### config.mk
export PLATFORM = sky130hd
export DESIGN_NAME = adc_output_ctrl
export DESIGN_NICKNAME = d
export VERILOG_FILES = /design/src/inc/adc_pkg.sv /design/src/inc/clk_mon_if.sv /design/src/hdl/clk_monitor.sv /design/src/hdl/adc_output_ctrl.sv
export SDC_FILE = /design/constraint.sdc
export NUM_CORES = 1
export LEC_CHECK = 0
export BUFFER_PORTS_ARGS = -buffer_cell sky130_fd_sc_hd__buf_2
export CORE_ASPECT_RATIO = 1.2
export CORE_MARGIN = 1
export CORE_UTILIZATION = 50
export DETAILED_ROUTE_END_ITERATION = 10
export PLACE_DENSITY = 0.7
export RECOVER_POWER = 100
export SLEW_MARGIN = 20
export SYNTH_ARGS = -nofsm -noshare
export SYNTH_HDL_FRONTEND = slang
export SYNTH_SLANG_ARGS = --single-unit
### constraint.sdc
create_clock -name CLK -period 9.5 [get_ports CLK]
set_clock_uncertainty 0.2 [all_clocks]
set_input_delay 1.425 -clock CLK [delete_from_list [all_inputs] [get_ports CLK]]
set_output_delay 1.425 -clock CLK [all_outputs]
set_load 0.01 [all_outputs]
### src/inc/adc_pkg.sv
// Shared constants, register map and encodings of the converter output control
package adc_pkg;

  localparam int unsigned DATA_W        = 12;
  localparam int unsigned PIPE_DEPTH    = 5;
  localparam int unsigned SYNC_W        = 15;
  localparam int unsigned SYNC_OOR_BIT  = 12;
  localparam int unsigned SYNC_SCLK_BIT = 13;
  localparam int unsigned SYNC_PD_BIT   = 14;

  // System clock and standby threshold
  localparam int unsigned CLK_PERIOD_NS  = 4;
  localparam int unsigned CLK_HZ         = 1000000000 / CLK_PERIOD_NS;
  localparam int unsigned STANDBY_HZ_DEF = 20000000;
  localparam int unsigned STANDBY_HZ_ALT = 1000000;
  localparam int unsigned PERIOD_W       = 16;
  localparam logic [15:0] PERIOD_MAX     = 16'hFFFF;

  // Sample edges the stabilizer loop waits after a rate change
  localparam int unsigned RELOCK_EDGES = 64;
  localparam logic [7:0]  RELOCK_LAST  = 8'(RELOCK_EDGES - 1);

  // Register map
  localparam int unsigned ADDR_W      = 8;
  localparam logic [7:0]  OFS_STATUS  = 8'h00;
  localparam logic [7:0]  OFS_CLEAR   = 8'h04;
  localparam logic [7:0]  OFS_ENABLE  = 8'h08;
  localparam logic [7:0]  OFS_CONFIG  = 8'h0C;
  localparam logic [7:0]  OFS_STATE   = 8'h10;

  // Event bits of status, clear and enable
  localparam int unsigned EV_W      = 4;
  localparam int unsigned EV_OOR    = 0;
  localparam int unsigned EV_STBY   = 1;
  localparam int unsigned EV_RESUME = 2;
  localparam int unsigned EV_LOCK   = 3;

  // Configuration fields
  localparam int unsigned CFG_W       = 3;
  localparam int unsigned CFG_FMT_LSB = 0;
  localparam int unsigned CFG_DCS_BIT = 2;
  localparam logic [2:0]  CFG_RESET   = 3'h4;
  localparam logic [3:0]  ENABLE_RESET = 4'h0;

  // State read-back fields
  localparam int unsigned ST_LOCK_BIT   = 2;
  localparam int unsigned ST_SLOW_BIT   = 3;
  localparam int unsigned ST_PD_BIT     = 4;
  localparam int unsigned ST_PERIOD_LSB = 16;

  typedef enum logic [1:0] {
    FMT_OFFSET = 2'b00,
    FMT_TWOS   = 2'b01,
    FMT_GRAY   = 2'b10
  } fmt_e;

  typedef enum logic [1:0] {
    ST_STANDBY = 2'b00,
    ST_FILL    = 2'b01,
    ST_RUN     = 2'b10
  } run_e;

endpackage

### src/inc/clk_mon_if.sv
// Link between the output core and the sample clock monitor
`timescale 1ns/1ps
interface clk_mon_if;
  logic        sclk;
  logic        dcs_en;
  logic        edge_p;
  logic        slow;
  logic        locked;
  logic        lock_done;
  logic        data_clock_out;
  logic [15:0] period;

  modport mon (
    input  sclk,
    input  dcs_en,
    output edge_p,
    output slow,
    output locked,
    output lock_done,
    output data_clock_out,
    output period
  );

  modport core (
    output sclk,
    output dcs_en,
    input  edge_p,
    input  slow,
    input  locked,
    input  lock_done,
    input  data_clock_out,
    input  period
  );
endinterface

### src/hdl/clk_monitor.sv
// Sample clock edge finder, rate monitor, stabilizer loop and data clock generator
`timescale 1ns/1ps
module clk_monitor #(
  parameter int unsigned SLOW_LIMIT = 12
) (
  input wire logic clk,
  input wire logic rst,
  clk_mon_if.mon   mon
);

  localparam logic [15:0] SLOW_L = 16'(SLOW_LIMIT);

  logic        sclk_d_reg;
  logic [15:0] cnt_reg;
  logic [15:0] period_reg;
  logic        slow_reg;
  logic [7:0]  lock_cnt_reg;
  logic        locked_reg;
  logic        lock_done_reg;
  logic        dco_reg;
  logic [15:0] period_new;
  logic [15:0] half;
  logic        edge_p;
  logic        chg;

  assign edge_p     = mon.sclk & ~sclk_d_reg;
  assign period_new = cnt_reg + 16'h0001;
  assign half       = period_reg >> 1;
  // A drift of one system cycle is sampling jitter, not a rate change
  assign chg = edge_p && ((period_new > period_reg + 16'h0001) ||
                          (period_new + 16'h0001 < period_reg));

  always_ff @(posedge clk or posedge rst) begin
    if (rst) begin
      sclk_d_reg <= 1'b0;
    end else begin
      sclk_d_reg <= mon.sclk;
    end
  end

  always_ff @(posedge clk or posedge rst) begin
    if (rst) begin
      cnt_reg    <= adc_pkg::PERIOD_MAX;
      period_reg <= adc_pkg::PERIOD_MAX;
    end else if (edge_p) begin
      cnt_reg    <= 16'h0000;
      period_reg <= period_new;
    end else if (cnt_reg != adc_pkg::PERIOD_MAX) begin
      cnt_reg <= period_new;
    end
  end

  // Starts slow: no clock is assumed until edges prove the rate
  always_ff @(posedge clk or posedge rst) begin
    if (rst) begin
      slow_reg <= 1'b1;
    end else if (cnt_reg >= SLOW_L) begin
      slow_reg <= 1'b1;
    end else if (edge_p) begin
      slow_reg <= 1'b0;
    end
  end

  always_ff @(posedge clk or posedge rst) begin
    if (rst) begin
      lock_cnt_reg  <= 8'h00;
      locked_reg    <= 1'b0;
      lock_done_reg <= 1'b0;
    end else begin
      lock_done_reg <= 1'b0;
      if (slow_reg || chg) begin
        lock_cnt_reg <= 8'h00;
        locked_reg   <= 1'b0;
      end else if (edge_p && !locked_reg) begin
        if (lock_cnt_reg == adc_pkg::RELOCK_LAST) begin
          locked_reg    <= 1'b1;
          lock_done_reg <= 1'b1;
        end else begin
          lock_cnt_reg <= lock_cnt_reg + 8'h01;
        end
      end
    end
  end

  // Data change at the sampling edge, so the data clock rises mid-period
  always_ff @(posedge clk or posedge rst) begin
    if (rst) begin
      dco_reg <= 1'b0;
    end else if (!mon.dcs_en) begin
      dco_reg <= ~mon.sclk;
    end else if (edge_p) begin
      dco_reg <= 1'b0;
    end else if (period_new == half) begin
      dco_reg <= 1'b1;
    end
  end

  assign mon.edge_p    = edge_p;
  assign mon.slow      = slow_reg;
  assign mon.locked    = locked_reg;
  assign mon.lock_done = lock_done_reg;
  assign mon.data_clock_out       = dco_reg;
  assign mon.period    = period_reg;
endmodule

### src/hdl/adc_output_ctrl.sv
// Output side of the sampling converter: pipeline, coding, flag, standby, registers
//
// Design decisions made here: the register addresses and the strobed register port.
`timescale 1ns/1ps
module adc_output_ctrl #(
  // Threshold disputed between 20 MHz and 1 MSPS; default keeps the 20 MHz figure
  parameter int unsigned STANDBY_HZ = adc_pkg::STANDBY_HZ_DEF
) (
  input  wire logic        CLK,
  input  wire logic        RST,
  input  wire logic        SAMPLE_CLK,
  input  wire logic [11:0] SAMPLE_IN,
  input  wire logic        SAMPLE_OOR,
  input  wire logic        POWER_DOWN_PIN,
  output logic      [11:0] DATA_OUT,
  output logic             OUT_OF_RANGE_FLAG,
  output logic             DATA_CLOCK_OUT,
  output logic             DRIVER_OE,
  output logic             OUT_VALID,
  output logic             STANDBY,
  output logic             DLL_LOCKED,
  output logic             IRQ,
  input  wire logic [7:0]  REG_ADDR,
  input  wire logic [31:0] REG_WDATA,
  input  wire logic        REG_WR,
  input  wire logic        REG_RD,
  output logic      [31:0] REG_RDATA
);

  localparam int unsigned SLOW_LIMIT = adc_pkg::CLK_HZ / STANDBY_HZ;
  localparam int unsigned DW         = adc_pkg::DATA_W;
  localparam int unsigned PD         = adc_pkg::PIPE_DEPTH;
  localparam logic [2:0]  FILL_LAST  = 3'(adc_pkg::PIPE_DEPTH);

  function automatic logic [11:0] encode(input logic [11:0] code, input logic [1:0] fmt);
    logic [11:0] r;
    r = code;
    case (fmt)
      adc_pkg::FMT_OFFSET: r = code;
      adc_pkg::FMT_TWOS:   r = {~code[11], code[10:0]};
      adc_pkg::FMT_GRAY:   r = code ^ (code >> 1);
      default:             r = code;
    endcase
    return r;
  endfunction

  function automatic logic hit(input logic [7:0] addr, input logic [7:0] ofs);
    return addr == ofs;
  endfunction

  //////////////////////////////////////////////////////////////////////////////
  // Pin synchronisers

  logic [14:0] sync1_reg;
  logic [14:0] sync2_reg;
  logic        pd;

  always_ff @(posedge CLK or posedge RST) begin
    if (RST) begin
      sync1_reg <= 15'h0000;
      sync2_reg <= 15'h0000;
    end else begin
      sync1_reg <= {POWER_DOWN_PIN, SAMPLE_CLK, SAMPLE_OOR, SAMPLE_IN};
      sync2_reg <= sync1_reg;
    end
  end

  assign pd = sync2_reg[adc_pkg::SYNC_PD_BIT];

  //////////////////////////////////////////////////////////////////////////////
  // Clock monitor

  clk_mon_if mon_if ();
  logic [2:0] config_reg;

  assign mon_if.sclk   = sync2_reg[adc_pkg::SYNC_SCLK_BIT];
  assign mon_if.dcs_en = config_reg[adc_pkg::CFG_DCS_BIT];

  clk_monitor #(
    .SLOW_LIMIT (SLOW_LIMIT)
  ) u_mon (
    .clk (CLK),
    .rst (RST),
    .mon (mon_if.mon)
  );

  //////////////////////////////////////////////////////////////////////////////
  // Run state

  adc_pkg::run_e run_state_reg;
  adc_pkg::run_e run_state_next;
  logic [2:0]    fill_cnt_reg;
  logic          idle_req;
  logic          shift;

  // Both standby causes stop the pipeline and release the drivers
  assign idle_req = pd || mon_if.slow;
  assign shift    = mon_if.edge_p && (run_state_reg != adc_pkg::ST_STANDBY);

  always_comb begin
    run_state_next = run_state_reg;
    case (run_state_reg)
      adc_pkg::ST_STANDBY: begin
        if (!idle_req) begin
          run_state_next = adc_pkg::ST_FILL;
        end
      end
      adc_pkg::ST_FILL: begin
        if (idle_req) begin
          run_state_next = adc_pkg::ST_STANDBY;
        end else if (mon_if.edge_p && fill_cnt_reg == FILL_LAST) begin
          run_state_next = adc_pkg::ST_RUN;
        end
      end
      adc_pkg::ST_RUN: begin
        if (idle_req) begin
          run_state_next = adc_pkg::ST_STANDBY;
        end
      end
      default: run_state_next = adc_pkg::ST_STANDBY;
    endcase
  end

  always_ff @(posedge CLK or posedge RST) begin
    if (RST) begin
      run_state_reg <= adc_pkg::ST_STANDBY;
    end else begin
      run_state_reg <= run_state_next;
    end
  end

  // Counts edges until a freshly sampled word reaches the output register
  always_ff @(posedge CLK or posedge RST) begin
    if (RST) begin
      fill_cnt_reg <= 3'h0;
    end else if (run_state_reg != adc_pkg::ST_FILL) begin
      fill_cnt_reg <= 3'h0;
    end else if (mon_if.edge_p) begin
      fill_cnt_reg <= fill_cnt_reg + 3'h1;
    end
  end

  //////////////////////////////////////////////////////////////////////////////
  // Sample pipeline: flag bit rides above the code

  logic [12:0] pipe_reg [PD];
  logic [11:0] data_out_reg;
  logic        oor_out_reg;

  always_ff @(posedge CLK or posedge RST) begin
    if (RST) begin
      pipe_reg[0] <= 13'h0000;
    end else if (shift) begin
      pipe_reg[0] <= sync2_reg[12:0];
    end
  end

  genvar g;
  generate
    for (g = 1; g < PD; g++) begin : g_stage
      always_ff @(posedge CLK or posedge RST) begin
        if (RST) begin
          pipe_reg[g] <= 13'h0000;
        end else if (shift) begin
          pipe_reg[g] <= pipe_reg[g-1];
        end
      end
    end
  endgenerate

  // Flag is per sample, so it clears with the first in-range word
  always_ff @(posedge CLK or posedge RST) begin
    if (RST) begin
      data_out_reg <= 12'h000;
      oor_out_reg  <= 1'b0;
    end else if (shift) begin
      data_out_reg <= encode(pipe_reg[PD-1][11:0], config_reg[1:0]);
      oor_out_reg  <= pipe_reg[PD-1][adc_pkg::SYNC_OOR_BIT];
    end
  end

  assign DATA_OUT          = data_out_reg;
  assign OUT_OF_RANGE_FLAG = oor_out_reg;
  assign DATA_CLOCK_OUT    = mon_if.data_clock_out;
  assign DRIVER_OE         = (run_state_reg != adc_pkg::ST_STANDBY);
  assign OUT_VALID         = (run_state_reg == adc_pkg::ST_RUN);
  assign STANDBY           = (run_state_reg == adc_pkg::ST_STANDBY);
  assign DLL_LOCKED        = mon_if.locked;

  //////////////////////////////////////////////////////////////////////////////
  // Events and registers

  logic [3:0]  status_reg;
  logic [3:0]  enable_reg;
  logic [3:0]  events;
  logic [3:0]  clr;
  logic [31:0] rdata_reg;
  logic [31:0] state_word;

  always_comb begin
    events = 4'h0;
    events[adc_pkg::EV_OOR]    = shift && pipe_reg[PD-1][adc_pkg::SYNC_OOR_BIT];
    events[adc_pkg::EV_STBY]   = (run_state_reg != adc_pkg::ST_STANDBY) &&
                                 (run_state_next == adc_pkg::ST_STANDBY);
    events[adc_pkg::EV_RESUME] = (run_state_reg == adc_pkg::ST_FILL) &&
                                 (run_state_next == adc_pkg::ST_RUN);
    events[adc_pkg::EV_LOCK]   = mon_if.lock_done;
  end

  assign clr = (REG_WR && hit(REG_ADDR, adc_pkg::OFS_CLEAR)) ? REG_WDATA[3:0] : 4'h0;

  // A new event beats a clear in the same cycle
  always_ff @(posedge CLK or posedge RST) begin
    if (RST) begin
      status_reg <= 4'h0;
    end else begin
      status_reg <= (status_reg & ~clr) | events;
    end
  end

  always_ff @(posedge CLK or posedge RST) begin
    if (RST) begin
      enable_reg <= adc_pkg::ENABLE_RESET;
      config_reg <= adc_pkg::CFG_RESET;
    end else if (REG_WR) begin
      if (hit(REG_ADDR, adc_pkg::OFS_ENABLE)) begin
        enable_reg <= REG_WDATA[3:0];
      end
      if (hit(REG_ADDR, adc_pkg::OFS_CONFIG)) begin
        config_reg <= REG_WDATA[2:0];
      end
    end
  end

  always_comb begin
    state_word = 32'h0000_0000;
    state_word[1:0] = run_state_reg;
    state_word[adc_pkg::ST_LOCK_BIT] = mon_if.locked;
    state_word[adc_pkg::ST_SLOW_BIT] = mon_if.slow;
    state_word[adc_pkg::ST_PD_BIT]   = pd;
    state_word[31:16] = mon_if.period;
  end

  // Read data live for one cycle only; unmapped and write-only read zero
  always_ff @(posedge CLK or posedge RST) begin
    if (RST) begin
      rdata_reg <= 32'h0000_0000;
    end else if (!REG_RD) begin
      rdata_reg <= 32'h0000_0000;
    end else if (hit(REG_ADDR, adc_pkg::OFS_STATUS)) begin
      rdata_reg <= {28'h0000000, status_reg};
    end else if (hit(REG_ADDR, adc_pkg::OFS_ENABLE)) begin
      rdata_reg <= {28'h0000000, enable_reg};
    end else if (hit(REG_ADDR, adc_pkg::OFS_CONFIG)) begin
      rdata_reg <= {29'h00000000, config_reg};
    end else if (hit(REG_ADDR, adc_pkg::OFS_STATE)) begin
      rdata_reg <= state_word;
    end else begin
      rdata_reg <= 32'h0000_0000;
    end
  end

  assign REG_RDATA = rdata_reg;
  assign IRQ       = |(status_reg & enable_reg);
endmodule

==> results.yml <==
drt:
  avgRoutedWirePerCell_um: 15.9
  firstDrtPassIters: 5
  via_count: 6042
  wl_mm: 17.4
  dr.first_iter.drc_count: 310
  ant_nets: 0
  drc: 0
  viasPerCell: 5.50
cells_and_area:
  drive_gt1_frac: 0.203
  antenna_cells: 0
  largest_register_ffs: 65
  fin_util: 0.570
  syn_to_final_growth_pct: 10.4
  fin_nets: 966
worst_setup_path:
  worstSetupPathType: "flip-flop to flip-flop"
  arrival_ns: 6.02
  critPathLaunchType: "flip-flop"
  crit_fanout: 56
  required_ns: 9.65
  endpoint_kind: "flip-flop"
timing:
  drv_slew: 198
  max_slew_margin: -2.01
  setup-tns-final_ns: 0
  hold_viol_final: 0
  period_needed_ns: 5.87
  fmax_mhz: 170
  fin_crit_sh: 0.618
  finalSetupViolCount: 0
  whs_ns: 0.148
  worst_slew_pin_slew_ns: 4.49
  fin_ws_ns: 3.63
  rsz0062_at_grt: "no"
global_route:
  grt_max_degree: 105
  grt_pass1_vias: 6033
  grt_pass1_wl_mm: 29.4
  grt_use_total: 0.198
  grt_overflow: 0
  antenna_found_initial: 0
clock_network:
  cts_buffer_depth: 2
  insertion_delay_ns: 0.43
  cts.sinks: 190
  cts.reportedPaths.clkPinSlew_ns: 0.07
  cts-root-buf: "clkbuf_16"
  htree_levels: 4
  cts_resized: 0
  ctsHoldBuffers: 0
  cts_setup_buffers: 0
  cts_buffers: 17
  cts_tree: "done"
synthesis:
  synth_edf_count: 0
  syn-cell-area_sq_um: 9180
  avgSynthCellArea_sq_um: 11.4
  syn_inst: 802
  yosysTopAreaCellShare: 0.425
  synth.most_common_cell: "dfrtp_1"
  ys_top_cells_by_count: "dfrtp_1, mux2_2, nand2_1"
  ys_warn_count: 0
  ys_seq_area_frac: 0.523
  ys_types: 59
  ys_seq_elements: 190
  synth_area_leaders: "dfrtp_1, dfstp_2, mux2_2"
  ys.flop_type: "dfrtp_1"
  async_flop_share: 1.00
  synth_top_area_cell: "dfrtp_1"
power_and_ir_drop:
  power.internal_w: 0.00170
  powerDensity_nw_per_um2: 239
  switching_share: 0.300
  switchingPower_w: 0.000728
  max-vdd-ir-drop_mv: 0.148
  combPwrFrac: 0.226
  pwr-share-seq: 0.480
  p_clk_frac: 0.295
  leakage_nw: 4.47
place:
  pre_cts_ws_ns: 4.89
  dpl.hpwl_mm: 11.9
  gp_congestion: 0.862
  portBuffers: 70
outcome:
  run_status: "complete, but fails checks"
  violations: "max-capacitance violations, max-slew violations"
die:
  dieArea_sq_um: 18900
  num_rows: 53
  io-pin-count: 110
  start_util: 0.517
  core_area_sq_um: 17800
  fp.dieH_um: 150
  die_x_um: 126
min_path:
  hold_path.class: "flip-flop to flip-flop"
flow_run:
  cap_violations: 3
-- cells in the final DEF, fill, tap and decap left out, types with 22 or more instances in the layout --
cell | Yosys | routed
nand3_1 | 24 | 24
and3_1 | 22 | 22
buf_2 | 3 | 30
dfrtp_1 | 156 | 156
a21oi_1 | 26 | 26
dfstp_2 | 34 | 32
clkbuf_1 | 25 | 45
o21ai_0 | 34 | 34
inv_1 | 39 | 38
xnor2_1 | 46 | 47
nor2_1 | 39 | 39
mux2_2 | 78 | 78
ha_1 | 42 | 42
nand2_1 | 58 | 58
-- cell families after synthesis --
logic type	count (synthesis)	share of synthesized area
other	1	0.000408
adder cells (fa/ha/maj)	43	0.0583
buffers and inverters	79	0.0373
AO/OA/AOI/OAI	107	0.0726
multiplexers	85	0.103
flip-flops	190	0.523
XOR/XNOR	64	0.0677
AND/OR/NAND/NOR	233	0.138
-- metrics by stage --
step | power [W] | cells | cell area, sq um
global route | 0.00258 | 1098 | 10100
CTS | 0.00246 | 1098 | 10300
detailed placement | 0.00174 | 1066 | 9690
floorplan | 0.00157 | 812 | 9220
global placement | 0.00171 | 1066 | 9690
finish | 0.00243 | 1098 | 10100
-- cell type report --
type / instances / area (sq um)
Multi-Input combinational cell: 543 / 4000
Clock buffer: 21 / 460
Inverter: 39 / 148
Clock inverter: 11 / 134
Timing Repair Buffer: 74 / 323
Tap cell: 220 / 275
Fill cell: 1551 / 7630
Sequential cell: 190 / 4800
-- path summary, 6_finish.rpt --
check | depth (start not counted) | endpoint | slack [ns] | startpoint
hold reg to reg | 0 | sync2_reg[0]$_DFF_PP0_ | 0.15 | sync1_reg[0]$_DFF_PP0_
setup reg to reg | 6 | DATA_OUT[11]$_DFFE_PP0P_ | 3.63 | u_mon.sclk_d_reg$_DFF_PP0_
hold / removal | 0 | sync2_reg[0]$_DFF_PP0_ | 0.15 | sync1_reg[0]$_DFF_PP0_
min in group asynchronous | 2 | pipe_reg[51]$_DFFE_PP0P_ | 2.19 | RST
setup / recovery | 6 | DATA_OUT[11]$_DFFE_PP0P_ | 3.63 | u_mon.sclk_d_reg$_DFF_PP0_
max in group asynchronous | 3 | pipe_reg[6]$_DFFE_PP0P_ | 4.85 | RST
-- power groups by stage --
stage | combinational [W] | sequential (W) | clock, W
after floorplan | 0.000434 | 0.00114 | 0
after global placement | 0.000542 | 0.00117 | 0
after detailed placement | 0.000559 | 0.00118 | 0
after CTS | 0.000564 | 0.00117 | 0.000733
after global routing | 0.000620 | 0.00119 | 0.000761
final | 0.000548 | 0.00116 | 0.000715
-- routing by layer --
| metal | vias to the layer above | share of wire | GRT usage |
|---|---|---|---|
| met4 | 0 | 0.020 | 0.0768 |
| met3 | 33 | 0.041 | 0.0373 |
| li1 | 2925 | - | - |
| met1 | 2935 | 0.46 | 0.253 |
| met5 | - | 0 | 0 |
| met2 | 149 | 0.48 | 0.333 |
-- worst max-delay path, cell delays in order, from the launching register on --
cell and delay (ns):
dfrtp_1 0.39, nand2b_1 0.14, clkbuf_1 0.54, nor2_1 1.85, clkbuf_1 2.07, o221ai_1 0.42, nand2_1 0.15
No activity file was read; power rests on OpenSTA's default activity.
